$ cat config.mk
export PLATFORM = sky130hd
export DESIGN_NAME = sfct_top
export DESIGN_NICKNAME = d
export VERILOG_FILES = /design/src/include/sfct_pkg.sv /design/src/sfct_top.sv
export SDC_FILE = /design/constraint.sdc
export NUM_CORES = 1
export LEC_CHECK = 0
export BUFFER_PORTS_ARGS = -buffer_cell sky130_fd_sc_hd__buf_2
export CAP_MARGIN = 0
export CORE_ASPECT_RATIO = 0.7
export CORE_MARGIN = 2
export CORE_UTILIZATION = 50
export DETAILED_ROUTE_END_ITERATION = 8
export MAX_ROUTING_LAYER = met4
export PLACE_DENSITY = 0.69
export SYNTH_ARGS = -nofsm -noshare
export SYNTH_HDL_FRONTEND = slang
export SYNTH_SLANG_ARGS = --single-unit
$ cat constraint.sdc
create_clock -name clk_sys_i -period 6.99 [get_ports clk_sys_i]
set_input_delay 0.699 -clock clk_sys_i [delete_from_list [all_inputs] [get_ports clk_sys_i]]
set_output_delay 0.699 -clock clk_sys_i [all_outputs]
set_load 0.01 [all_outputs]
$ cat src/include/sfct_pkg.sv
// Constants and types for the sinc filter conversion timing block
// Notes on behaviour
// - Setting zero_latency_select makes each single-channel conversion span one full settling period.
// - Zero latency sinc3 on one channel gives a result every 3 x 32 x rate_divider_word master clocks.
// - A channel switch adds a dead time of 61 master clocks when rate_divider_word is 1 outside fast settling, else 95.
// - After any channel change the first result waits the full settling time, whatever zero latency holds.
// - Zero latency single channel gives settled results, with one partly settled result on an unaligned step.
// - With several channels enabled the block cycles through them, first full settling, later dead time 30.
// - extra_60hz_notch at a 50 Hz sinc notch adds a 60 Hz notch; rate is 50 SPS or 16.67 SPS sinc3 zero latency.
// - Fast settling inserts a sinc1 averager after the sinc4 stage.
// - The averaging factor is 16 in full and mid power and 8 in low power.
// - Sinc4 fast settling on one channel gives a result every (4 + avg - 1) x 32 x rate_divider_word clocks.
// - Sinc4 fast settling first result after a channel change takes that period plus 95 master clocks.
// - rate_divider_word is 11 bits, valid from 1 to 2047; a written zero is held at 1.
// - The filter clock is 614.4 kHz in full power, 153.6 kHz in mid and 76.8 kHz in low power.
// - Sinc4 fast settling keeps converting through a step, one partly settled result if unaligned.
// - Without zero latency sinc3 single-channel results come every 32 x rate_divider_word clocks.
// - A channel change resets modulator and decimation filter before the new settling period.
package sfct_pkg;
  localparam int unsigned SFCT_SYS_CLK_HZ = 25000000;
  localparam int unsigned SFCT_MCLK_FULL_HZ = 614400;
  localparam int unsigned SFCT_MCLK_MID_HZ = 153600;
  localparam int unsigned SFCT_MCLK_LOW_HZ = 76800;
  localparam int unsigned SFCT_OSR = 32;
  localparam int unsigned SFCT_SINC3_ORDER = 3;
  localparam int unsigned SFCT_SINC4_ORDER = 4;
  localparam int unsigned SFCT_DEAD_FS1 = 61;
  localparam int unsigned SFCT_DEAD_FSN = 95;
  localparam int unsigned SFCT_DEAD_SEQ = 30;
  localparam int unsigned SFCT_AVG_FULL_MID = 16;
  localparam int unsigned SFCT_AVG_LOW = 8;
  localparam int unsigned SFCT_EXTRA_60HZ_NOTCH_DIV = 5;
  localparam int unsigned SFCT_EXTRA_60HZ_NOTCH_MUL = 6;
  localparam int unsigned SFCT_FS_W = 11;
  localparam int unsigned SFCT_FS_MIN = 1;
  localparam int unsigned SFCT_FS_MAX = 2047;
  localparam int unsigned SFCT_FS_50HZ_FULL = 384;
  localparam int unsigned SFCT_FS_50HZ_MID = 96;
  localparam int unsigned SFCT_FS_50HZ_LOW = 48;
  localparam int unsigned SFCT_DATA_W = 24;
  localparam int unsigned SFCT_CH_W = 4;
  localparam int unsigned SFCT_CNT_W = 21;
  localparam int unsigned SFCT_ACC_W = 40;
  // Register byte addresses (word aligned)
  localparam logic [3:0] SFCT_ADDR_FILTER = 4'h0;
  localparam logic [3:0] SFCT_ADDR_CHEN = 4'h4;
  localparam logic [3:0] SFCT_ADDR_STATUS = 4'h8;
  localparam logic [3:0] SFCT_ADDR_DATA = 4'hC;
  // Filter register fields
  localparam int unsigned SFCT_F_FS_LSB = 0;
  localparam int unsigned SFCT_F_ZL_BIT = 16;
  localparam int unsigned SFCT_F_EXTRA_60HZ_NOTCH_BIT = 17;
  localparam int unsigned SFCT_F_TYPE_LSB = 20;
  localparam int unsigned SFCT_F_PWR_LSB = 24;
  localparam logic [31:0] SFCT_FILTER_RST = 32'h0000_0180;
  localparam logic [15:0] SFCT_CHEN_RST = 16'h0001;
  localparam logic [31:0] SFCT_UNMAPPED_RD = 32'h0000_0000;
  typedef enum logic [1:0] {
    SFCT_TYPE_SINC4 = 2'h0,
    SFCT_TYPE_SINC3 = 2'h1,
    SFCT_TYPE_FAST4 = 2'h2
  } sfct_ftype_e;
  typedef enum logic [1:0] {
    SFCT_PWR_LOW = 2'h0,
    SFCT_PWR_MID = 2'h1,
    SFCT_PWR_FULL = 2'h2
  } sfct_pwr_e;
  typedef enum logic [2:0] {
    SFCT_ST_IDLE = 3'b001,
    SFCT_ST_DEAD = 3'b010,
    SFCT_ST_CONV = 3'b100
  } sfct_state_e;
endpackage

$ cat src/sfct_top.sv
// Conversion timing and mode control of the decimation filter with Avalon-MM registers
//
// Decided for this implementation: register access over Avalon-MM and the placing of the registers.
`timescale 1ns/10ps
module sfct_top #(
  parameter int unsigned NUM_CH = 16
) (
  // Clock and reset
  input wire logic clk_sys_i,
  input wire logic reset_i,
  // Avalon-MM slave
  input wire logic [3:0] avs_address_i,
  input wire logic avs_read_i,
  input wire logic avs_write_i,
  input wire logic [31:0] avs_writedata_i,
  input wire logic [3:0] avs_byteenable_i,
  output logic [31:0] avs_readdata_o,
  output logic avs_waitrequest_o,
  // Modulator bitstream
  input wire logic mod_bit_i,
  // Modulator and filter control
  output logic mclk_tick_o,
  output logic filter_reset_o,
  output logic [sfct_pkg::SFCT_CH_W-1:0] active_ch_o,
  // Result stream
  output logic [sfct_pkg::SFCT_DATA_W-1:0] result_o,
  output logic [sfct_pkg::SFCT_CH_W-1:0] result_ch_o,
  output logic data_ready_o
);
  import sfct_pkg::*;

  // Channel enables are one 16-bit register, so more channels cannot be served
  if (NUM_CH < 1 || NUM_CH > 16) begin : g_bad_num_ch
    $error("NUM_CH must be 1 to 16");
  end

  // Master clock dividers from the 25 MHz system clock
  localparam int unsigned DIV_FULL = SFCT_SYS_CLK_HZ / SFCT_MCLK_FULL_HZ;
  localparam int unsigned DIV_MID = SFCT_SYS_CLK_HZ / SFCT_MCLK_MID_HZ;
  localparam int unsigned DIV_LOW = SFCT_SYS_CLK_HZ / SFCT_MCLK_LOW_HZ;

  typedef struct packed {
    logic [31:0] filter;
    logic [15:0] ch_en;
    logic [9:0] div_cnt;
    logic tick;
    sfct_state_e state;
    logic [SFCT_CNT_W-1:0] cnt;
    logic [SFCT_CH_W-1:0] ch;
    logic seq_run;
    logic [SFCT_ACC_W-1:0] acc;
    logic [SFCT_DATA_W-1:0] result;
    logic [SFCT_CH_W-1:0] result_ch;
    logic rdy_pulse;
    logic rdy_flag;
    logic filt_rst;
    logic [31:0] rdata;
    logic rvalid;
  } sfct_state_s;

  sfct_state_s state_reg;
  sfct_state_s state_next;

  logic [SFCT_FS_W-1:0] fs;
  logic zl;
  logic extra_60hz_notch;
  sfct_ftype_e ftype;
  sfct_pwr_e pwr;
  logic [9:0] div_max;
  logic [4:0] avg;
  logic [4:0] order;
  logic [SFCT_CNT_W-1:0] period;
  logic [SFCT_CNT_W-1:0] first_per;
  logic [SFCT_CNT_W-1:0] dead;
  logic [SFCT_CH_W-1:0] nxt_ch;
  logic multi;
  logic bus_access;
  logic [31:0] filt_wr;
  logic [15:0] chen_wr;

  always_comb begin
    fs = state_reg.filter[SFCT_F_FS_LSB +: SFCT_FS_W];
    zl = state_reg.filter[SFCT_F_ZL_BIT];
    extra_60hz_notch = state_reg.filter[SFCT_F_EXTRA_60HZ_NOTCH_BIT];
    ftype = sfct_ftype_e'(state_reg.filter[SFCT_F_TYPE_LSB +: 2]);
    pwr = sfct_pwr_e'(state_reg.filter[SFCT_F_PWR_LSB +: 2]);
    // Filter clock per power mode
    case (pwr)
      SFCT_PWR_FULL: div_max = 10'(DIV_FULL - 1);
      SFCT_PWR_MID: div_max = 10'(DIV_MID - 1);
      default: div_max = 10'(DIV_LOW - 1);
    endcase
    // Averaging factor
    avg = (pwr == SFCT_PWR_LOW) ? 5'(SFCT_AVG_LOW) : 5'(SFCT_AVG_FULL_MID);
    // Dead time depends on rate divider
    // Fast settling always uses the long dead time
    if (fs == 11'(SFCT_FS_MIN) && ftype != SFCT_TYPE_FAST4) begin
      dead = SFCT_CNT_W'(SFCT_DEAD_FS1);
    end else begin
      dead = SFCT_CNT_W'(SFCT_DEAD_FSN);
    end
    // Filter order in words of 32 x fs: sinc1 appended in fast settling
    case (ftype)
      SFCT_TYPE_FAST4: order = 5'(SFCT_SINC4_ORDER) + avg - 5'h01;
      SFCT_TYPE_SINC3: order = 5'(SFCT_SINC3_ORDER);
      default: order = 5'(SFCT_SINC4_ORDER);
    endcase
    first_per = SFCT_CNT_W'(order) * SFCT_CNT_W'(SFCT_OSR) * SFCT_CNT_W'(fs);
    // Settled period per result: full order when zero latency or fast settling
    if (zl || ftype == SFCT_TYPE_FAST4) begin
      period = first_per;
    end else begin
      period = SFCT_CNT_W'(SFCT_OSR) * SFCT_CNT_W'(fs);
    end
    // 60 Hz notch stretches the first conversion by 5 master clocks at the 50 Hz setting
    if (extra_60hz_notch && ftype != SFCT_TYPE_FAST4 &&
        ((pwr == SFCT_PWR_FULL && fs == 11'(SFCT_FS_50HZ_FULL)) ||
         (pwr == SFCT_PWR_MID && fs == 11'(SFCT_FS_50HZ_MID)) ||
         (pwr == SFCT_PWR_LOW && fs == 11'(SFCT_FS_50HZ_LOW)))) begin
      first_per = first_per + SFCT_CNT_W'(SFCT_EXTRA_60HZ_NOTCH_DIV);
    end
    multi = ($countones(state_reg.ch_en) > 1);
    nxt_ch = state_reg.ch;
    for (int i = NUM_CH - 1; i >= 1; i--) begin
      if (state_reg.ch_en[(int'(state_reg.ch) + i) % NUM_CH]) begin
        nxt_ch = SFCT_CH_W'((int'(state_reg.ch) + i) % NUM_CH);
      end
    end
    bus_access = (avs_read_i || avs_write_i) && !state_reg.rvalid;
    filt_wr = state_reg.filter;
    for (int b = 0; b < 4; b++) begin
      if (avs_byteenable_i[b]) begin
        filt_wr[b*8 +: 8] = avs_writedata_i[b*8 +: 8];
      end
    end
    chen_wr = state_reg.ch_en;
    for (int b = 0; b < 2; b++) begin
      if (avs_byteenable_i[b]) begin
        chen_wr[b*8 +: 8] = avs_writedata_i[b*8 +: 8];
      end
    end
    if (NUM_CH < 16) begin
      chen_wr = chen_wr & 16'((32'h1 << NUM_CH) - 1);
    end

    state_next = state_reg;
    state_next.rdy_pulse = 1'b0;
    state_next.filt_rst = 1'b0;
    state_next.rvalid = 1'b0;
    // Master clock tick generator
    if (state_reg.div_cnt >= div_max) begin
      state_next.div_cnt = 10'h000;
      state_next.tick = 1'b1;
    end else begin
      state_next.div_cnt = state_reg.div_cnt + 10'h001;
      state_next.tick = 1'b0;
    end
    // Modulator bits summed into a boxcar per conversion
    if (state_reg.tick && state_reg.state == SFCT_ST_CONV) begin
      state_next.acc = state_reg.acc + SFCT_ACC_W'(mod_bit_i);
    end

    case (state_reg.state)
      SFCT_ST_IDLE: begin
        if (state_reg.ch_en != 16'h0000) begin
          state_next.state = SFCT_ST_DEAD;
          state_next.cnt = dead;
          state_next.seq_run = 1'b0;
          state_next.filt_rst = 1'b1;
          state_next.acc = '0;
          state_next.ch = state_reg.ch_en[state_reg.ch] ? state_reg.ch : nxt_ch;
        end
      end
      SFCT_ST_DEAD: begin
        if (state_reg.tick) begin
          if (state_reg.cnt <= SFCT_CNT_W'(1)) begin
            state_next.state = SFCT_ST_CONV;
            // Full settling after every channel change
            state_next.cnt = first_per;
          end else begin
            state_next.cnt = state_reg.cnt - SFCT_CNT_W'(1);
          end
        end
      end
      SFCT_ST_CONV: begin
        if (state_reg.tick) begin
          if (state_reg.cnt <= SFCT_CNT_W'(1)) begin
            // The last modulator sample of the conversion belongs to this result
            state_next.result = SFCT_DATA_W'(state_reg.acc + SFCT_ACC_W'(mod_bit_i));
            state_next.result_ch = state_reg.ch;
            state_next.rdy_pulse = 1'b1;
            state_next.rdy_flag = 1'b1;
            if (multi) begin
              // Sequencer moves on with reduced dead time
              state_next.ch = nxt_ch;
              state_next.state = SFCT_ST_DEAD;
              state_next.cnt = SFCT_CNT_W'(SFCT_DEAD_SEQ);
              state_next.seq_run = 1'b1;
              state_next.filt_rst = 1'b1;
              state_next.acc = '0;
            end else begin
              // Continuous conversion without reset so steps flow through
              state_next.cnt = period;
              state_next.acc = '0;
            end
          end else begin
            state_next.cnt = state_reg.cnt - SFCT_CNT_W'(1);
          end
        end
      end
      default: begin
        state_next.state = SFCT_ST_IDLE;
      end
    endcase

    // Register access; reconfiguration restarts the settling sequence
    if (bus_access && avs_write_i) begin
      case (avs_address_i)
        SFCT_ADDR_FILTER: begin
          state_next.filter = filt_wr;
          // Out-of-range divider of zero is held at the minimum
          if (filt_wr[SFCT_F_FS_LSB +: SFCT_FS_W] == '0) begin
            state_next.filter[SFCT_F_FS_LSB +: SFCT_FS_W] = 11'(SFCT_FS_MIN);
          end
          state_next.state = SFCT_ST_IDLE;
        end
        SFCT_ADDR_CHEN: begin
          state_next.ch_en = chen_wr;
          state_next.state = SFCT_ST_IDLE;
        end
        default: begin
        end
      endcase
    end
    if (bus_access && avs_read_i) begin
      state_next.rvalid = 1'b1;
      case (avs_address_i)
        SFCT_ADDR_FILTER: state_next.rdata = state_reg.filter;
        SFCT_ADDR_CHEN: state_next.rdata = {16'h0000, state_reg.ch_en};
        SFCT_ADDR_STATUS: state_next.rdata = {21'h00_0000, state_reg.seq_run, 3'(state_reg.state),
                                              state_reg.rdy_flag, 2'h0, state_reg.ch};
        SFCT_ADDR_DATA: begin
          state_next.rdata = {8'h00, state_reg.result};
          state_next.rdy_flag = 1'b0;
        end
        default: state_next.rdata = SFCT_UNMAPPED_RD;
      endcase
    end
    // New result wins over the clear by a data read
    if (state_reg.state == SFCT_ST_CONV && state_reg.tick && state_reg.cnt <= SFCT_CNT_W'(1)) begin
      state_next.rdy_flag = 1'b1;
    end
  end

  always_ff @(posedge clk_sys_i or posedge reset_i) begin
    if (reset_i) begin
      state_reg <= '{filter: SFCT_FILTER_RST, ch_en: SFCT_CHEN_RST, state: SFCT_ST_IDLE, default: '0};
    end else begin
      state_reg <= state_next;
    end
  end

  assign avs_waitrequest_o = (avs_read_i && !state_reg.rvalid);
  assign avs_readdata_o = state_reg.rdata;
  assign mclk_tick_o = state_reg.tick;
  assign filter_reset_o = state_reg.filt_rst;
  assign active_ch_o = state_reg.ch;
  assign result_o = state_reg.result;
  assign result_ch_o = state_reg.result_ch;
  assign data_ready_o = state_reg.rdy_pulse;
endmodule

==> impl_metrics.tcl <==
set metrics [dict create \
    period_minus_slack_ns 5.58 \
    setup_viol 0 \
    cts_tree "built" \
    clkTransAtPathRegs_ns 0.07 \
    dieArea_um2 27800 \
    power_density_nw_per_um2 382 \
    overflow 0 \
    crit_family "adder cells" \
    cts.sinks 176 \
    largest_register_ffs 93 \
    grt_pass1_vias 10100 \
    period_share_pct 79.8 \
    area_delta_synth_final_pct 6.22 \
    hold_violations 0 \
    status "completed" \
    synth-async-reset-ratio_pct 100 \
    die_w_um 198 \
    first_pass_iters 5 \
    cts_hold_buf 0 \
    tns_ns 0 \
    crit_chain "inv_1 > fa_1 > fa_1 > fa_1 > fa_1 > inv_1 > ha_1 > inv_1 > fa_1 > nor2_1 > a31oi_1 > or4b_2 > o31ai_1 > a221oi_1 > o21ai_0 > nand2_1 > o21ai_0" \
    vias 10800 \
    cp_common_cell "fa_1" \
    slowest_delay_ns 0.81 \
    worstSetupPathDepth 17 \
    wl_met3_um 3800 \
    mostFrequentLayoutCells "dfrtp_1 (172), nand2_1 (163), buf_2 (112)" \
    rows 49 \
    antenna_left 0 \
    post-cts-setup-buffers 0 \
    end_kind "flop" \
    wl_met2_um 14800 \
    maxCapViolCount 0 \
    io_pins 113 \
    core_um2 25900 \
    cp.required_ns 7.36 \
    portBuffers 112 \
    cts_resized 0 \
    yosysSeqAreaShare_pct 33.3 \
    ys_seq_elements 176 \
    tightest_slew_ns 1.01 \
    reg2regPathDepth 17 \
    min_path_type "input pin to flop" \
    startpoint_type "flop" \
    insertion_delay_ns 0.44 \
    syn_area_um2 13200 \
    synth_edf_count 0 \
    hpwl_um 26900 \
    dr.max_layer_used "met4" \
    gp_congestion 0.971 \
    wl_met1_um 17200 \
    cts_htree_levels 4 \
    synth_nets 1559 \
    clockRootBuffer "clkbuf_16" \
    path_class "flop to flop" \
    hold_depth 3 \
    postSynthCellCount 1423 \
    post_drt_via_cell_ratio 5.98 \
    antenna_found_initial 0 \
    place_area_um2 13500 \
    die_y_um 140 \
    synth_ff_type "dfrtp_1" \
    max_freq_ghz 0.179 \
    grt_start_max_net_pins 109 \
    multi_input_area_um2 7660 \
    numCtsBuffers 17 \
    ir_drop_v 0.000230 \
    clock_path_buffers 2 \
    yosysWarningCount 0 \
    drt-total-wl_um 36600 \
    final_design_area_no_fill_um2 14100 \
    avgSynthCellArea_um2 9.30 \
    n_antenna_cell 0 \
    worstPathMaxFanout 10 \
    drtIter0Drc 1069 \
    grt_use_total_pct 28.0 \
    routedWlPerCell_um 20.3 \
    rsz0062_at_grt "no" \
    register_area_um2 4410 \
    finalNetCount 1568 \
    grt_first_pass_wirelength_um 58200 \
    synth.distinct_cells 90 \
    leakage_uw 0.00657 \
    crit_slowest_cell "or4b_2" \
    worstPathArrival_ns 5.94 \
    path_buf_inv 3 \
    layout_commonest_cell "dfrtp_1" \
    slew_violations 0 \
    slew_headroom_pct 32.6 \
    drc_errors 0 \
    final.fill_count 2390 \
    drive_gt1_share_pct 18.0 \
    start_util_pct 51.2 \
    fin_skew_ns 0.0133 \
]
## cell usage after synthesis (4+ instances only)
cell / instances / area [µm²]
a22o_1: 18 / 158
nor3_1: 29 / 145
nand4_1: 5 / 31.3
a21boi_0: 6 / 45.0
a31oi_1: 8 / 50.1
a21oi_1: 60 / 300
xnor2_1: 39 / 342
clkbuf_1: 53 / 199
buf_1: 4 / 15.0
mux2i_1: 23 / 230
o211ai_1: 4 / 30.0
nand2_1: 164 / 616
and2_1: 22 / 138
mux4_2: 29 / 653
buf_4: 66 / 495
ha_1: 54 / 676
or3_1: 10 / 62.6
xor2_1: 32 / 280
buf_2: 5 / 25.0
nand2b_1: 17 / 106
or4_1: 4 / 30.0
a211o_1: 4 / 35.0
nor4_1: 18 / 113
dfrtp_1: 172 / 4300
fa_1: 37 / 741
a21o_1: 5 / 37.5
mux2_2: 49 / 552
nand3_1: 34 / 170
nor2b_1: 8 / 50.1
nor2_1: 104 / 390
o21ai_0: 102 / 510
o21a_1: 6 / 45.0
mux4_1: 4 / 105
a22oi_1: 15 / 113
o22ai_1: 8 / 50.1
and3_1: 24 / 150
inv_1: 99 / 372
a221oi_1: 5 / 43.8
dfstp_2: 4 / 105
## power by group
group	switching (µW)	internal (µW)
Clock	423	456
Combinational	1930	1250
Sequential	175	1140
## final cells by class
cell class	instances	share of cell area (%)
clock buffer	19	3.08
timing repair buffer	122	4.52
inverter	102	2.76
sequential	176	31.4
multi-input combinational	1013	54.5
tap	357	3.18
clock inverter	11	0.614
## through the flow
step | hold slack [ns] | total power (µW) | util (%) | setup slack [ns] | cells
3_3_place_gp | 0.457 | 4370 | 52.3 | 1.57 | 1770
6_report | 0.468 | 5370 | 54.3 | 1.41 | 1800
4_1_cts | 0.458 | 5300 | 54.3 | 1.48 | 1800
3_5_place_dp | 0.462 | 4410 | 52.3 | 1.48 | 1770
5_1_grt | 0.465 | 5730 | 54.3 | 1.00 | 1800
2_1_floorplan | 0.441 | 3710 | - | 1.52 | 1423
## path summary, 6_finish.rpt
path / startpoint / endpoint / slack, ns
worst max-delay path: state_reg[144] / state_reg[118] / 1.41
worst min-delay path: avs_writedata_i[20] / ftype[0] / 0.47
worst max register to register: state_reg[144] / state_reg[118] / 1.41
worst min register to register: result_ch_o[1] / result_ch_o[1] / 0.48
max in group asynchronous: reset_i / active_ch_o[0] / 4.95
min in group asynchronous: reset_i / state_reg[187] / 0.48
## cell families after synthesis
family          synth area share (%)
buf+inv                         8.85
other cells                   0.0283
simple gates                    16.4
mux                             12.0
flops                           33.3
compound gates                  13.5
xor+xnor                        5.15
fa+ha+maj                       10.7
## worst min-delay path: cells and delay by family
kind,cells,cell delay (ns)
buf+inv,1,0.07
compound gates,1,0.06
simple gates,1,0.04
## per-layer routing
layer  track usage, %  vias up
met5                -        -
met4             6.95        0
met3             7.20       46
met2             36.8      534
met1             42.4     5260
li1                 -     4918
(Power assumes the default switching activity.)
